[config.mk]
export PLATFORM = sky130hd
export DESIGN_NAME = axis_interrupt_output
export DESIGN_NICKNAME = d
export VERILOG_FILES = /design/src/common/axis_irq_pkg.sv /design/src/verilog/axis_interrupt_output.sv
export VERILOG_INCLUDE_DIRS = /design/src /design/src/common
export SDC_FILE = /design/constraint.sdc
export NUM_CORES = 1
export LEC_CHECK = 0
export ABC_AREA = 1
export BUFFER_PORTS_ARGS = -buffer_cell sky130_fd_sc_hd__buf_4
export CORE_MARGIN = 5
export CORE_UTILIZATION = 30
export DETAILED_ROUTE_END_ITERATION = 6
export PLACE_DENSITY_LB_ADDON = 0.2
export SETUP_SLACK_MARGIN = 0.1
export SKIP_LAST_GASP = 1
export SLEW_MARGIN = 20
export SYNTH_ARGS = -nofsm -noshare
export SYNTH_HDL_FRONTEND = slang
export SYNTH_SLANG_ARGS = --single-unit
[constraint.sdc]
create_clock -name clock -period 1.7 [get_ports clock]
set_input_delay 0.085 -clock clock [delete_from_list [all_inputs] [get_ports clock]]
set_output_delay 0.085 -clock clock [all_outputs]
set_load 0.01 [all_outputs]
[src/common/axis_irq_regs.svh]
// register offsets, field positions and reset values for the interrupt block
`ifndef AXIS_IRQ_REGS_SVH
`define AXIS_IRQ_REGS_SVH
// register index per axis: address = {axis[1:0], index[3:0]}
`define REG_MAIN_STATUS 4'h0
`define REG_ERROR_CAUSE 4'h1
`define REG_EVENT_CAUSE 4'h2
`define REG_EVENT_ENABLE 4'h3
`define REG_ENV_ONE 4'h4
`define REG_ENV_TWO 4'h5
`define REG_ENV_FIVE 4'h6
`define REG_PREREG_MODE 4'h7
`define REG_COMMAND 4'h8
`define REG_BUFFER 4'h9
// command codes written to the command register
`define CMD_READ_ERROR 8'hF2
`define CMD_READ_EVENT 8'hF3
`define CMD_WRITE_ENABLE 8'hAC
// field positions
`define BIT_STOP_FLAG 2
`define BIT_ERROR_FLAG 4
`define BIT_EVENT_FLAG 5
`define BIT_OUT_MASK 29
`define BIT_STOP_ENABLE 27
`define BIT_ERROR_HOLD 22
`define BIT_EVENT_HOLD 23
`define BIT_STOP_MODE 7
`define BIT_ERROR_UNUSED 11
// widths
`define ERROR_BITS 18
`define EVENT_BITS 20
`define ENABLE_BITS 19
`define AXES 4
// reset values
`define RESET_WORD 32'h0000_0000
`endif

[src/common/axis_irq_pkg.sv]
// types shared by the interrupt block
package axis_irq_pkg;
   typedef logic [1:0] axis_t;
   typedef logic [5:0] reg_addr_t;
   typedef logic [31:0] word_t;
endpackage : axis_irq_pkg

[src/verilog/axis_interrupt_output.sv]
// interrupt gathering and output logic for four motion axes
//
// Implementation choices: the strobed register port and the placing of the registers.
`timescale 1ns/1ps
`default_nettype none
`include "axis_irq_regs.svh"
module axis_interrupt_output (
   input wire logic clock,
   input wire logic rst,
   input wire axis_irq_pkg::reg_addr_t addr,
   input wire axis_irq_pkg::word_t writeData,
   input wire logic writeStrobe,
   input wire logic readStrobe,
   output axis_irq_pkg::word_t readData,
   input wire logic [`AXES*`ERROR_BITS-1:0] errorEvent,
   input wire logic [`AXES*`EVENT_BITS-1:0] eventEvent,
   input wire logic [`AXES-1:0] axisRunning,
   input wire logic [`AXES-1:0] nextQueued,
   output logic irq_n
);
   import axis_irq_pkg::*;

   logic [31:0] envOne;
   logic [31:0] envTwo;
   logic [31:0] envFive;
   logic [`AXES-1:0] stopMode;
   logic [`AXES-1:0] wasRunning;
   logic [`AXES-1:0] axisPending;
   logic [`AXES-1:0] stopFlag;
   logic [`AXES-1:0][`ERROR_BITS-1:0] errorCause;
   logic [`AXES-1:0][`EVENT_BITS-1:0] eventCause;
   logic [`AXES-1:0][`ENABLE_BITS-1:0] eventEnable;
   logic [`AXES-1:0][31:0] dataBuffer;
   logic errorHold;
   logic eventHold;
   axis_t sel;
   logic [3:0] regIndex;
   logic [`AXES-1:0] stopSummary;
   logic [`AXES-1:0] errorSummary;
   logic [`AXES-1:0] eventSummary;
   logic anyPending;
   logic outMask;
   logic stopEnable;
   logic envOneWrite;
   logic envTwoWrite;
   logic envFiveWrite;
   word_t next_readData;

   assign sel = addr[5:4];
   assign regIndex = addr[3:0];
   assign errorHold = envFive[`BIT_ERROR_HOLD];
   assign eventHold = envFive[`BIT_EVENT_HOLD];
   assign stopEnable = envTwo[`BIT_STOP_ENABLE];
   assign outMask = envOne[`BIT_OUT_MASK];
   // the axis field is ignored for the shared environment registers
   assign envOneWrite = writeStrobe && regIndex == `REG_ENV_ONE;
   assign envTwoWrite = writeStrobe && regIndex == `REG_ENV_TWO;
   assign envFiveWrite = writeStrobe && regIndex == `REG_ENV_FIVE;

   function automatic logic hit(
         input logic strobe,
         input reg_addr_t a,
         input logic [1:0] ax,
         input logic [3:0] idx);
      hit = strobe && a[5:4] == ax && a[3:0] == idx;
   endfunction : hit

   function automatic logic cmdHit(
         input logic strobe,
         input reg_addr_t a,
         input logic [1:0] ax,
         input word_t d,
         input logic [7:0] code);
      cmdHit = hit(strobe, a, ax, `REG_COMMAND) && d[7:0] == code;
   endfunction : cmdHit

   // direction-input changes (causes 17 and 18) share enable 17
   // cause 19, the start input, takes enable 18
   function automatic logic [`EVENT_BITS-1:0] spreadEnable(
         input logic [`ENABLE_BITS-1:0] en);
      spreadEnable = {en[18], en[17], en[17:0]};
   endfunction : spreadEnable

   // environment registers are shared by all axes in this block
   always_ff @(posedge clock) begin
      if (rst) begin
         envOne <= `RESET_WORD;
      end else if (envOneWrite) begin
         envOne <= writeData;
      end
   end

   always_ff @(posedge clock) begin
      if (rst) begin
         envTwo <= `RESET_WORD;
      end else if (envTwoWrite) begin
         envTwo <= writeData;
      end
   end

   always_ff @(posedge clock) begin
      if (rst) begin
         envFive <= `RESET_WORD;
      end else if (envFiveWrite) begin
         envFive <= writeData;
      end
   end

   genvar a;
   // one slice of causes, enables and stop detection per axis
   generate
      for (a = 0; a < `AXES; a = a + 1) begin : g_axis
         logic readErr;
         logic readEvt;
         logic readStat;
         logic stopEdge;
         logic stopFall;
         logic stopBlocked;
         logic clearErr;
         logic clearEvt;
         logic clearStop;
         logic loadEnable;
         logic writeMode;
         logic writeBuffer;
         logic errorWants;
         logic eventWants;
         logic [`ERROR_BITS-1:0] errIn;
         logic [`EVENT_BITS-1:0] evtIn;

         assign readErr = cmdHit(writeStrobe, addr, 2'(a), writeData,
            `CMD_READ_ERROR);
         assign readEvt = cmdHit(writeStrobe, addr, 2'(a), writeData,
            `CMD_READ_EVENT);
         assign readStat = hit(readStrobe, addr, 2'(a), `REG_MAIN_STATUS);
         // operating to stopped, seen one edge after the pin falls
         assign stopFall = wasRunning[a] && !axisRunning[a];
         // mode bit suppresses only when next data is queued
         assign stopBlocked = stopMode[a] && nextQueued[a];
         assign stopEdge = stopFall && stopEnable && !stopBlocked;
         assign errIn = errorEvent[a*`ERROR_BITS +: `ERROR_BITS]
            & ~(`ERROR_BITS'(1) << `BIT_ERROR_UNUSED);
         assign evtIn = eventEvent[a*`EVENT_BITS +: `EVENT_BITS];
         // hold bits turn the reads into plain reads with no side effect
         assign clearErr = readErr && !errorHold;
         assign clearEvt = readEvt && !eventHold;
         assign clearStop = readStat && !eventHold;
         assign loadEnable = cmdHit(writeStrobe, addr, 2'(a), writeData,
            `CMD_WRITE_ENABLE);
         assign writeMode = hit(writeStrobe, addr, 2'(a), `REG_PREREG_MODE);
         assign writeBuffer = hit(writeStrobe, addr, 2'(a), `REG_BUFFER);
         assign stopSummary[a] = stopFlag[a];
         assign errorSummary[a] = |errorCause[a];
         assign eventSummary[a] = |eventCause[a];

         // reset value 0 keeps a false stop edge away after reset
         always_ff @(posedge clock) begin
            if (rst) begin
               wasRunning[a] <= 1'b0;
            end else begin
               wasRunning[a] <= axisRunning[a];
            end
         end

         always_ff @(posedge clock) begin
            if (rst) begin
               stopMode[a] <= 1'b0;
            // only the stop mode bit of the pre-register lives here
            end else if (writeMode) begin
               stopMode[a] <= writeData[`BIT_STOP_MODE];
            end
         end

         // new causes win over a clear in the same cycle
         always_ff @(posedge clock) begin
            if (rst) begin
               errorCause[a] <= '0;
            // a cause arriving in the clear cycle is kept
            end else if (clearErr) begin
               errorCause[a] <= errIn;
            end else begin
               errorCause[a] <= errorCause[a] | errIn;
            end
         end

         always_ff @(posedge clock) begin
            if (rst) begin
               eventCause[a] <= '0;
            end else if (clearEvt) begin
               eventCause[a] <= evtIn;
            // a cause is recorded even while its enable is off
            end else begin
               eventCause[a] <= eventCause[a] | evtIn;
            end
         end

         always_ff @(posedge clock) begin
            if (rst) begin
               stopFlag[a] <= 1'b0;
            end else if (stopEdge) begin
               stopFlag[a] <= 1'b1;
            // a stop in the read cycle survives the clear
            end else if (clearStop) begin
               stopFlag[a] <= 1'b0;
            end
         end

         always_ff @(posedge clock) begin
            if (rst) begin
               eventEnable[a] <= '0;
            end else if (loadEnable) begin
               eventEnable[a] <= dataBuffer[a][`ENABLE_BITS-1:0];
            end
         end

         // read commands snapshot the cause before it is cleared
         always_ff @(posedge clock) begin
            if (rst) begin
               dataBuffer[a] <= `RESET_WORD;
            end else if (readErr) begin
               dataBuffer[a] <= 32'(errorCause[a]);
            end else if (readEvt) begin
               dataBuffer[a] <= 32'(eventCause[a]);
            end else if (writeBuffer) begin
               dataBuffer[a] <= writeData;
            end
         end

         assign errorWants = |errorCause[a];
         assign eventWants =
            |(eventCause[a] & spreadEnable(eventEnable[a]));
         assign axisPending[a] = errorWants || eventWants
            || stopFlag[a];
      end
   endgenerate

   // level output: stays low while unmasked and any axis holds an error cause, an enabled event cause or a stop flag
   assign anyPending = |axisPending;
   // combinational path so unmasking shows at once
   assign irq_n = !(anyPending && !outMask);

   function automatic word_t mainStatus(
         input logic stop,
         input logic err,
         input logic evt);
      mainStatus = `RESET_WORD;
      mainStatus[`BIT_STOP_FLAG] = stop;
      mainStatus[`BIT_ERROR_FLAG] = err;
      mainStatus[`BIT_EVENT_FLAG] = evt;
   endfunction : mainStatus

   // read mux; a read has no wait state and the answer is registered
   always_comb begin
      next_readData = `RESET_WORD;
      if (readStrobe) begin
         unique case (regIndex)
            `REG_MAIN_STATUS: next_readData = mainStatus(stopSummary[sel],
               errorSummary[sel], eventSummary[sel]);
            `REG_ERROR_CAUSE: next_readData = 32'(errorCause[sel]);
            `REG_EVENT_CAUSE: next_readData = 32'(eventCause[sel]);
            `REG_EVENT_ENABLE: next_readData = 32'(eventEnable[sel]);
            `REG_ENV_ONE: next_readData = envOne;
            `REG_ENV_TWO: next_readData = envTwo;
            `REG_ENV_FIVE: next_readData = envFive;
            `REG_PREREG_MODE: next_readData = mainStatus(1'b0, 1'b0, 1'b0)
               | (32'(stopMode[sel]) << `BIT_STOP_MODE);
            `REG_BUFFER: next_readData = dataBuffer[sel];
            default: next_readData = `RESET_WORD;
         endcase
      end
   end

   // answer stands for the one cycle after the read, zero otherwise
   always_ff @(posedge clock) begin
      if (rst) begin
         readData <= `RESET_WORD;
      end else begin
         readData <= next_readData;
      end
   end
endmodule : axis_interrupt_output
`default_nettype wire
== Word-level counts from Yosys, hierarchy flattened ==
Cells that the tools add are included.

* Magnitude comparators: 1
* Equality and inequality tests: 15
* Multiplexer cells: 45
* Reduce and logical (&&, ||, !) cells: 128
* Bitwise operators: 13

{| class="wikitable"
|+ Operators with widths
! cell !! count
|-
| 32-bit case mux with 9 select lines || 1
|-
| 20-bit 2-to-1 mux || 13
|-
| 18-bit 2-to-1 mux || 9
|-
| 20-bit OR reduction || 8
|-
| 20-bit bitwise AND || 4
|-
| 20-bit OR || 4
|-
| 18-bit OR || 4
|-
| 18-bit OR reduction || 4
|-
| 1-bit logical AND || 68
|-
| 32-bit binary-select mux with 2-bit select || 1
|-
| 20-bit binary-select mux with 2-bit select || 1
|-
| 19-bit binary-select mux with 2-bit select || 1
|-
| 18-bit binary-select mux with 2-bit select || 1
|-
| 32-bit 2-to-1 mux || 1
|-
| 8-bit equality test (second input constant) || 3
|-
| 19-bit 2-to-1 mux || 1
|-
| 2-bit OR reduction || 9
|-
| 4-bit by 3-bit equality test with 1-bit output (second input constant) || 4
|-
| 2-bit nonzero test || 8
|-
| 1-bit zero test || 12
|-
| 1-bit 2-to-1 mux || 12
|-
| 3-bit nonzero test || 4
|-
| 3-bit OR reduction || 4
|-
| 1-bit binary-select mux with 2-bit select || 4
|-
| other kinds (11) || 21
|}

* Register bits after elaboration: 496
* Output and inout port bits: 33
* Bits of input ports: 202

== Logic depth before layout (Yosys ltp) ==
* Depth after elaboration: 7
* Depth in mapped cells: 13
* Depth with buffers taken out: 11

== Worst setup path before layout ==
Ideal clock, no wire load.

* Kind: input -> register
* From: in addr[5]
* To: reg dataBuffer[10] (netlist name)
* Arrival: 1.422 ns
* Data required time: 1.590 ns
* Buffers on the path: 2
* Cell stages on the path: 12
* Setup slack: 0.168 ns
* Path through: buf_2 > nor2_2 > nand2_1 > nor2_4 > nand2_2 > nand2_4 > nor2_4 > buf_2 > nand2_1 > nand3_1 > nand2_1 > inv_1

* Longest elaborated chain between the ends: 6
* Elaborated cells between the ends (all ways): 9
* Classes of those cells: 2 x mux; 7 x reduce/logical

{| class="wikitable"
|+ RTL lines
! item !! line !! RTL
|-
| from (decl) || axis_interrupt_output.sv:10 || <nowiki>input wire axis_irq_pkg::reg_addr_t addr,</nowiki>
|-
| 2-bit zero test * || axis_interrupt_output.sv:65 || <nowiki>hit = strobe && a[5:4] == ax && a[3:0] == idx;</nowiki>
|-
| 1-bit logical AND * || axis_interrupt_output.sv:65 ||
|-
| 1-bit logical AND || axis_interrupt_output.sv:65 ||
|-
| 1-bit logical AND || axis_interrupt_output.sv:74 || <nowiki>cmdHit = hit(strobe, a, ax, `REG_COMMAND) && d[7:0] == code;</nowiki>
|-
| 20-bit 2-to-1 mux || axis_interrupt_output.sv:221 || <nowiki>end else if (readEvt) begin</nowiki>
|-
| 18-bit 2-to-1 mux || axis_interrupt_output.sv:219 || <nowiki>end else if (readErr) begin</nowiki>
|-
| to (signal, indexed assignment) || axis_interrupt_output.sv:218 || <nowiki>dataBuffer[a] <= `RESET_WORD;</nowiki>
|-
| to (signal, indexed assignment) || axis_interrupt_output.sv:220 || <nowiki>dataBuffer[a] <= 32'(errorCause[a]);</nowiki>
|-
| to (signal, indexed assignment) || axis_interrupt_output.sv:222 || <nowiki>dataBuffer[a] <= 32'(eventCause[a]);</nowiki>
|-
| to (decl) || axis_interrupt_output.sv:33 || <nowiki>logic [`AXES-1:0][31:0] dataBuffer;</nowiki>
|}

Mark *: on every way between the ends. The rest lies on a longest branch, timed or not.
A chain may end at the register's enable or synchronous reset.

== Worst setup path in the final report ==
* From: reg eventCause[17] (netlist name)
* To: out irq_n

* Longest elaborated chain between the ends: 7

{| class="wikitable"
|+ RTL lines
! item !! line !! RTL
|-
| from (decl) || axis_interrupt_output.sv:31 || <nowiki>logic [`AXES-1:0][`EVENT_BITS-1:0] eventCause;</nowiki>
|-
| from (signal, indexed assignment) || axis_interrupt_output.sv:189 || <nowiki>eventCause[a] <= evtIn;</nowiki>
|-
| from (signal, indexed assignment) || axis_interrupt_output.sv:192 || <nowiki>eventCause[a] <= eventCause[a] | evtIn;</nowiki>
|-
| 20-bit bitwise AND || axis_interrupt_output.sv:230 || <nowiki>|(eventCause[a] & spreadEnable(eventEnable[a]));</nowiki>
|-
| 20-bit OR reduction || axis_interrupt_output.sv:230 ||
|-
| 1-bit logical OR || axis_interrupt_output.sv:231 || <nowiki>assign axisPending[a] = errorWants || eventWants</nowiki>
|-
| 1-bit logical OR || axis_interrupt_output.sv:232 || <nowiki>|| stopFlag[a];</nowiki>
|-
| 4-bit OR reduction || axis_interrupt_output.sv:237 || <nowiki>assign anyPending = |axisPending;</nowiki>
|-
| 1-bit logical AND || axis_interrupt_output.sv:239 || <nowiki>assign irq_n = !(anyPending && !outMask);</nowiki>
|-
| 1-bit zero test || axis_interrupt_output.sv:239 ||
|-
| to (decl) || axis_interrupt_output.sv:19 || <nowiki>output logic irq_n</nowiki>
|}

Every way passes these cells.

==> impl_results.md <==
* CTS HTree Levels at 2
* Slew @ Worst Pin at 0.646 ns
* Final wirelength at 109 mm
* Die H at 281 µm
* Root Driver: clkbuf_16
* M1 WL at 45.5 mm
* Cell Area, Placed at 27,600 µm²
* Row cnt at 99
* Worst-skew pair later-pin latency at 0.63 ns
* Post-route DRC violation count at 0
* Hold Fails Final Rpt at 0
* Unique masters post-synth at 34
* Status: complete, but fails checks
* CP Buf/Inv Count at 2
* Yosys top cell area share at 44.8%
* Delay-heaviest family, CP: simple AND/OR/NAND/NOR gates
* Mean Syn Cell Area at slightly below 7 µm²
* CTS tree: done
* Largest net degree at the start of global routing at 115
* Seq/Total Area, Yosys at 44.8%
* Post-Layout Cell Count at 4,837
* Port Buf Inserts at 230
* Number of global-route vias before repair at 23.1k
* CP Max Fanout at 2
* Clock share of power at 45.9%
* Register Area at between 9000 and 10,000 µm²
* Fill cells at 7,540
* First-iteration detailed-routing DRC count at 2,567
* Core Region at 72,800 µm²
* Worst hold margin at 0.0290 ns
* Worst path required time at 1.62 ns
* Async S/R FF share, synth at 0%
* WL met3 at 10.6 mm
* Max_slew headroom at 56.9%
* Max-slew violation count at 0
* Die width at 281 µm
* Synth-to-Final Area Change at 44.7%
* Synthesized area at between 20,000 and 25,000 µm²
* Most frequent cells after synthesis: nand2_1, dfxtp_1, a21oi_1
* Placed cell count at 4,536
* CTS buffer count at 55
* Final Critical Period at ~2.3 ns
* Skew final at between 0.02 and 0.025 ns
* Synth warnings at 0
* Initial antenna violation count at 1
* Area occupied by multi-input gates at 10,200 µm²
* Final Cycle Share at 133%
* Sequential Power Share at 42.3%
* Pwr Density at 896 nW/µm²
* Synth area leaders: dfxtp_1, nand2_1, a21oi_1
* Syn Nets at 3,365
* Die area at ~79,000 µm²
* Share of layout cells above drive strength 1 at 21.1%
* Sw frac at 25.8%
* Yosys reg bits at 492
* Ant. Diodes at 0
* Count leader, synth: nand2_1
* DR pass1 iterations at 6
* Met2 wire length at 48.2 mm
* I/O pins at 235
* Nets at ~4.0k
* Worst setup path class: flip-flop to primary output
* Worst Path Arrival at between 2 and 2.5 ns
* DPL Wire Length at roughly 83 mm
* RSZ-0062 raised after global routing: true
* Crit path capture type: primary output
* Max Freq at 0.441 GHz
* Hold Path Class: primary input to flip-flop
* Setup WS post-layout at -0.568 ns
* Synth Instances at 3,163
* First-pass GRT wire length at 157 mm
* Sequence of cells on the critical path: o21ai_2, buf_4, nand4_1, nor2_1, nand2_2, nor2_4, nand3_4, nand2_2, buf_6
* Most frequent CP cell: nand2_2
* GR Overflow Total at 0
* Clk sinks at 492
* NetSw at approximately 0.0074 W
* Main flop type after synthesis: dfxtp_1
* Setup crit start kind: flip-flop
* Vias per cell at slightly above 5
* Leak at 13.6 nW
* Clock transition at the registers of the reported paths at 0.06 ns
* Gpl congestion at 1.04
* Total Power at 0.0285 W
* Maximum clock path buffer count at 3
* Drt wl/cell at 22.6 µm
* Post-synth EDFFs at 0
* Crit path max-delay cell type: dfxtp_2
* Design Area, Final at around 32,000 µm²
* Final setup vio count at 1
* Top Layer Used: met4
* Worst VDD drop at roughly 0.00070 V
* Via count at 24.6k
* Total track usage at 26.6%
* Int Power at 0.0212 W
* # Max-Cap Violations at 0
* Final ANT Viol Nets at 0
* Initial Util at 30.2%
* Combinational Power Share at 11.8%
* Max stage delay on crit path at 0.32 ns
* Failing checks: setup timing
* Area leader, netlist: dfxtp_1
area by class of cell:
| type | instances | share of cell area [%] |
|---|---|---|
| Clock inverter | 20 | 1.01 |
| Tap cell | 959 | 3.77 |
| Inverter | 357 | 4.22 |
| Clock buffer | 80 | 5.22 |
| Sequential cell | 492 | 31.0 |
| Multi-Input combinational cell | 2125 | 32.2 |
| Timing Repair Buffer | 804 | 22.6 |
cell usage in the layout, fill, tap and decap left out, drive strengths merged:
cell type / instances
nand3b: 3
o22ai: 110
o221ai: 2
o21ai: 240
nand2: 700
clkbuf: 80
dfxtp: 492
a21oi: 456
nor3b: 1
clkinvlp: 3
buf: 612
nand3: 173
clkinv: 14
o211ai: 42
nor4: 1
inv: 353
and3: 1
a22o: 20
a21boi: 2
o31ai: 4
bufinv: 7
nand4: 46
dlygate4sd3: 192
and2: 1
nor2: 286
nor3: 7
a22oi: 28
o21a: 2
tightest hold or removal path: stages:
cell     delay (ns)
buf_4          0.17
nand3_1        0.16
nand3_1        0.09
nand2_1        0.06
inv_1          0.03
stage by stage:
stage                     utilization [%]  setup slack [ns]  setup TNS [ns]
after floorplan                         -             0.168               0
after global placement               37.9            -0.413           -2.16
after detailed placement             37.9            -0.365           -2.35
after CTS                            43.4            -0.571          -0.571
after global routing                 43.7            -0.641          -0.641
final                                43.7            -0.568          -0.568
metal layers:
metal	vias to the layer above	track usage [%]
met3	225	6.94
li1	11814	-
met2	1030	41.8
met1	11516	35.3
met4	0	9.96
met5	-	0
state kept, by name (all words and copies together) (netlist names), 32 cells and up:
| name | flops |
|---|---|
| eventEnable | 76 |
| errorCause | 68 |
| envTwo | 32 |
| dataBuffer | 128 |
| envOne | 32 |
| eventCause | 80 |
| envFive | 32 |
| readData | 32 |
power by group through the flow:
stage,sequential (W),clock [W],combinational [W]
final,0.0121,0.0131,0.00336
after global routing,0.0121,0.0138,0.00354
after CTS,0.0121,0.0133,0.00328
after detailed placement,0.0123,0,0.00289
after global placement,0.0123,0,0.00290
after floorplan,0.0123,0,0.00105
what timing repair did:
| item | in CTS | in global routing |
|---|---|---|
| cloned | 0 | 0 |
| hold buffers | 192 | 0 |
| endpoints found under the hold margin | 316 | 0 |
| setup buffers | 4 | 8 |
| pin swaps | 16 | 30 |
| setup endpoints to repair | 3 | 47 |
| resized for setup | 44 | 48 |
logic make-up after synthesis:
family / share of synthesized area, %
and+or+nand+nor: 23.1
AOI/OAI and AO/OA: 22.5
buffers and inverters: 9.61
DFF: 44.8
path summary, 6_finish.rpt:
path,start,to,slack (ns),cells past startpoint
worst min-delay path,writeData[1],dataBuffer[33]$_SDFFE_PP0P_,0.03,5
worst min register to register,envTwo[12]$_SDFFE_PP0P_,envTwo[12]$_SDFFE_PP0P_,0.45,2
worst max-delay path,eventCause[17]$_SDFF_PP0_,irq_n,-0.57,9
worst max register to register,errorCause[28]$_SDFF_PP0_,readData[10]$_SDFF_PP0_,0.07,8
Note: power is estimated with default switching activity, not from simulation.
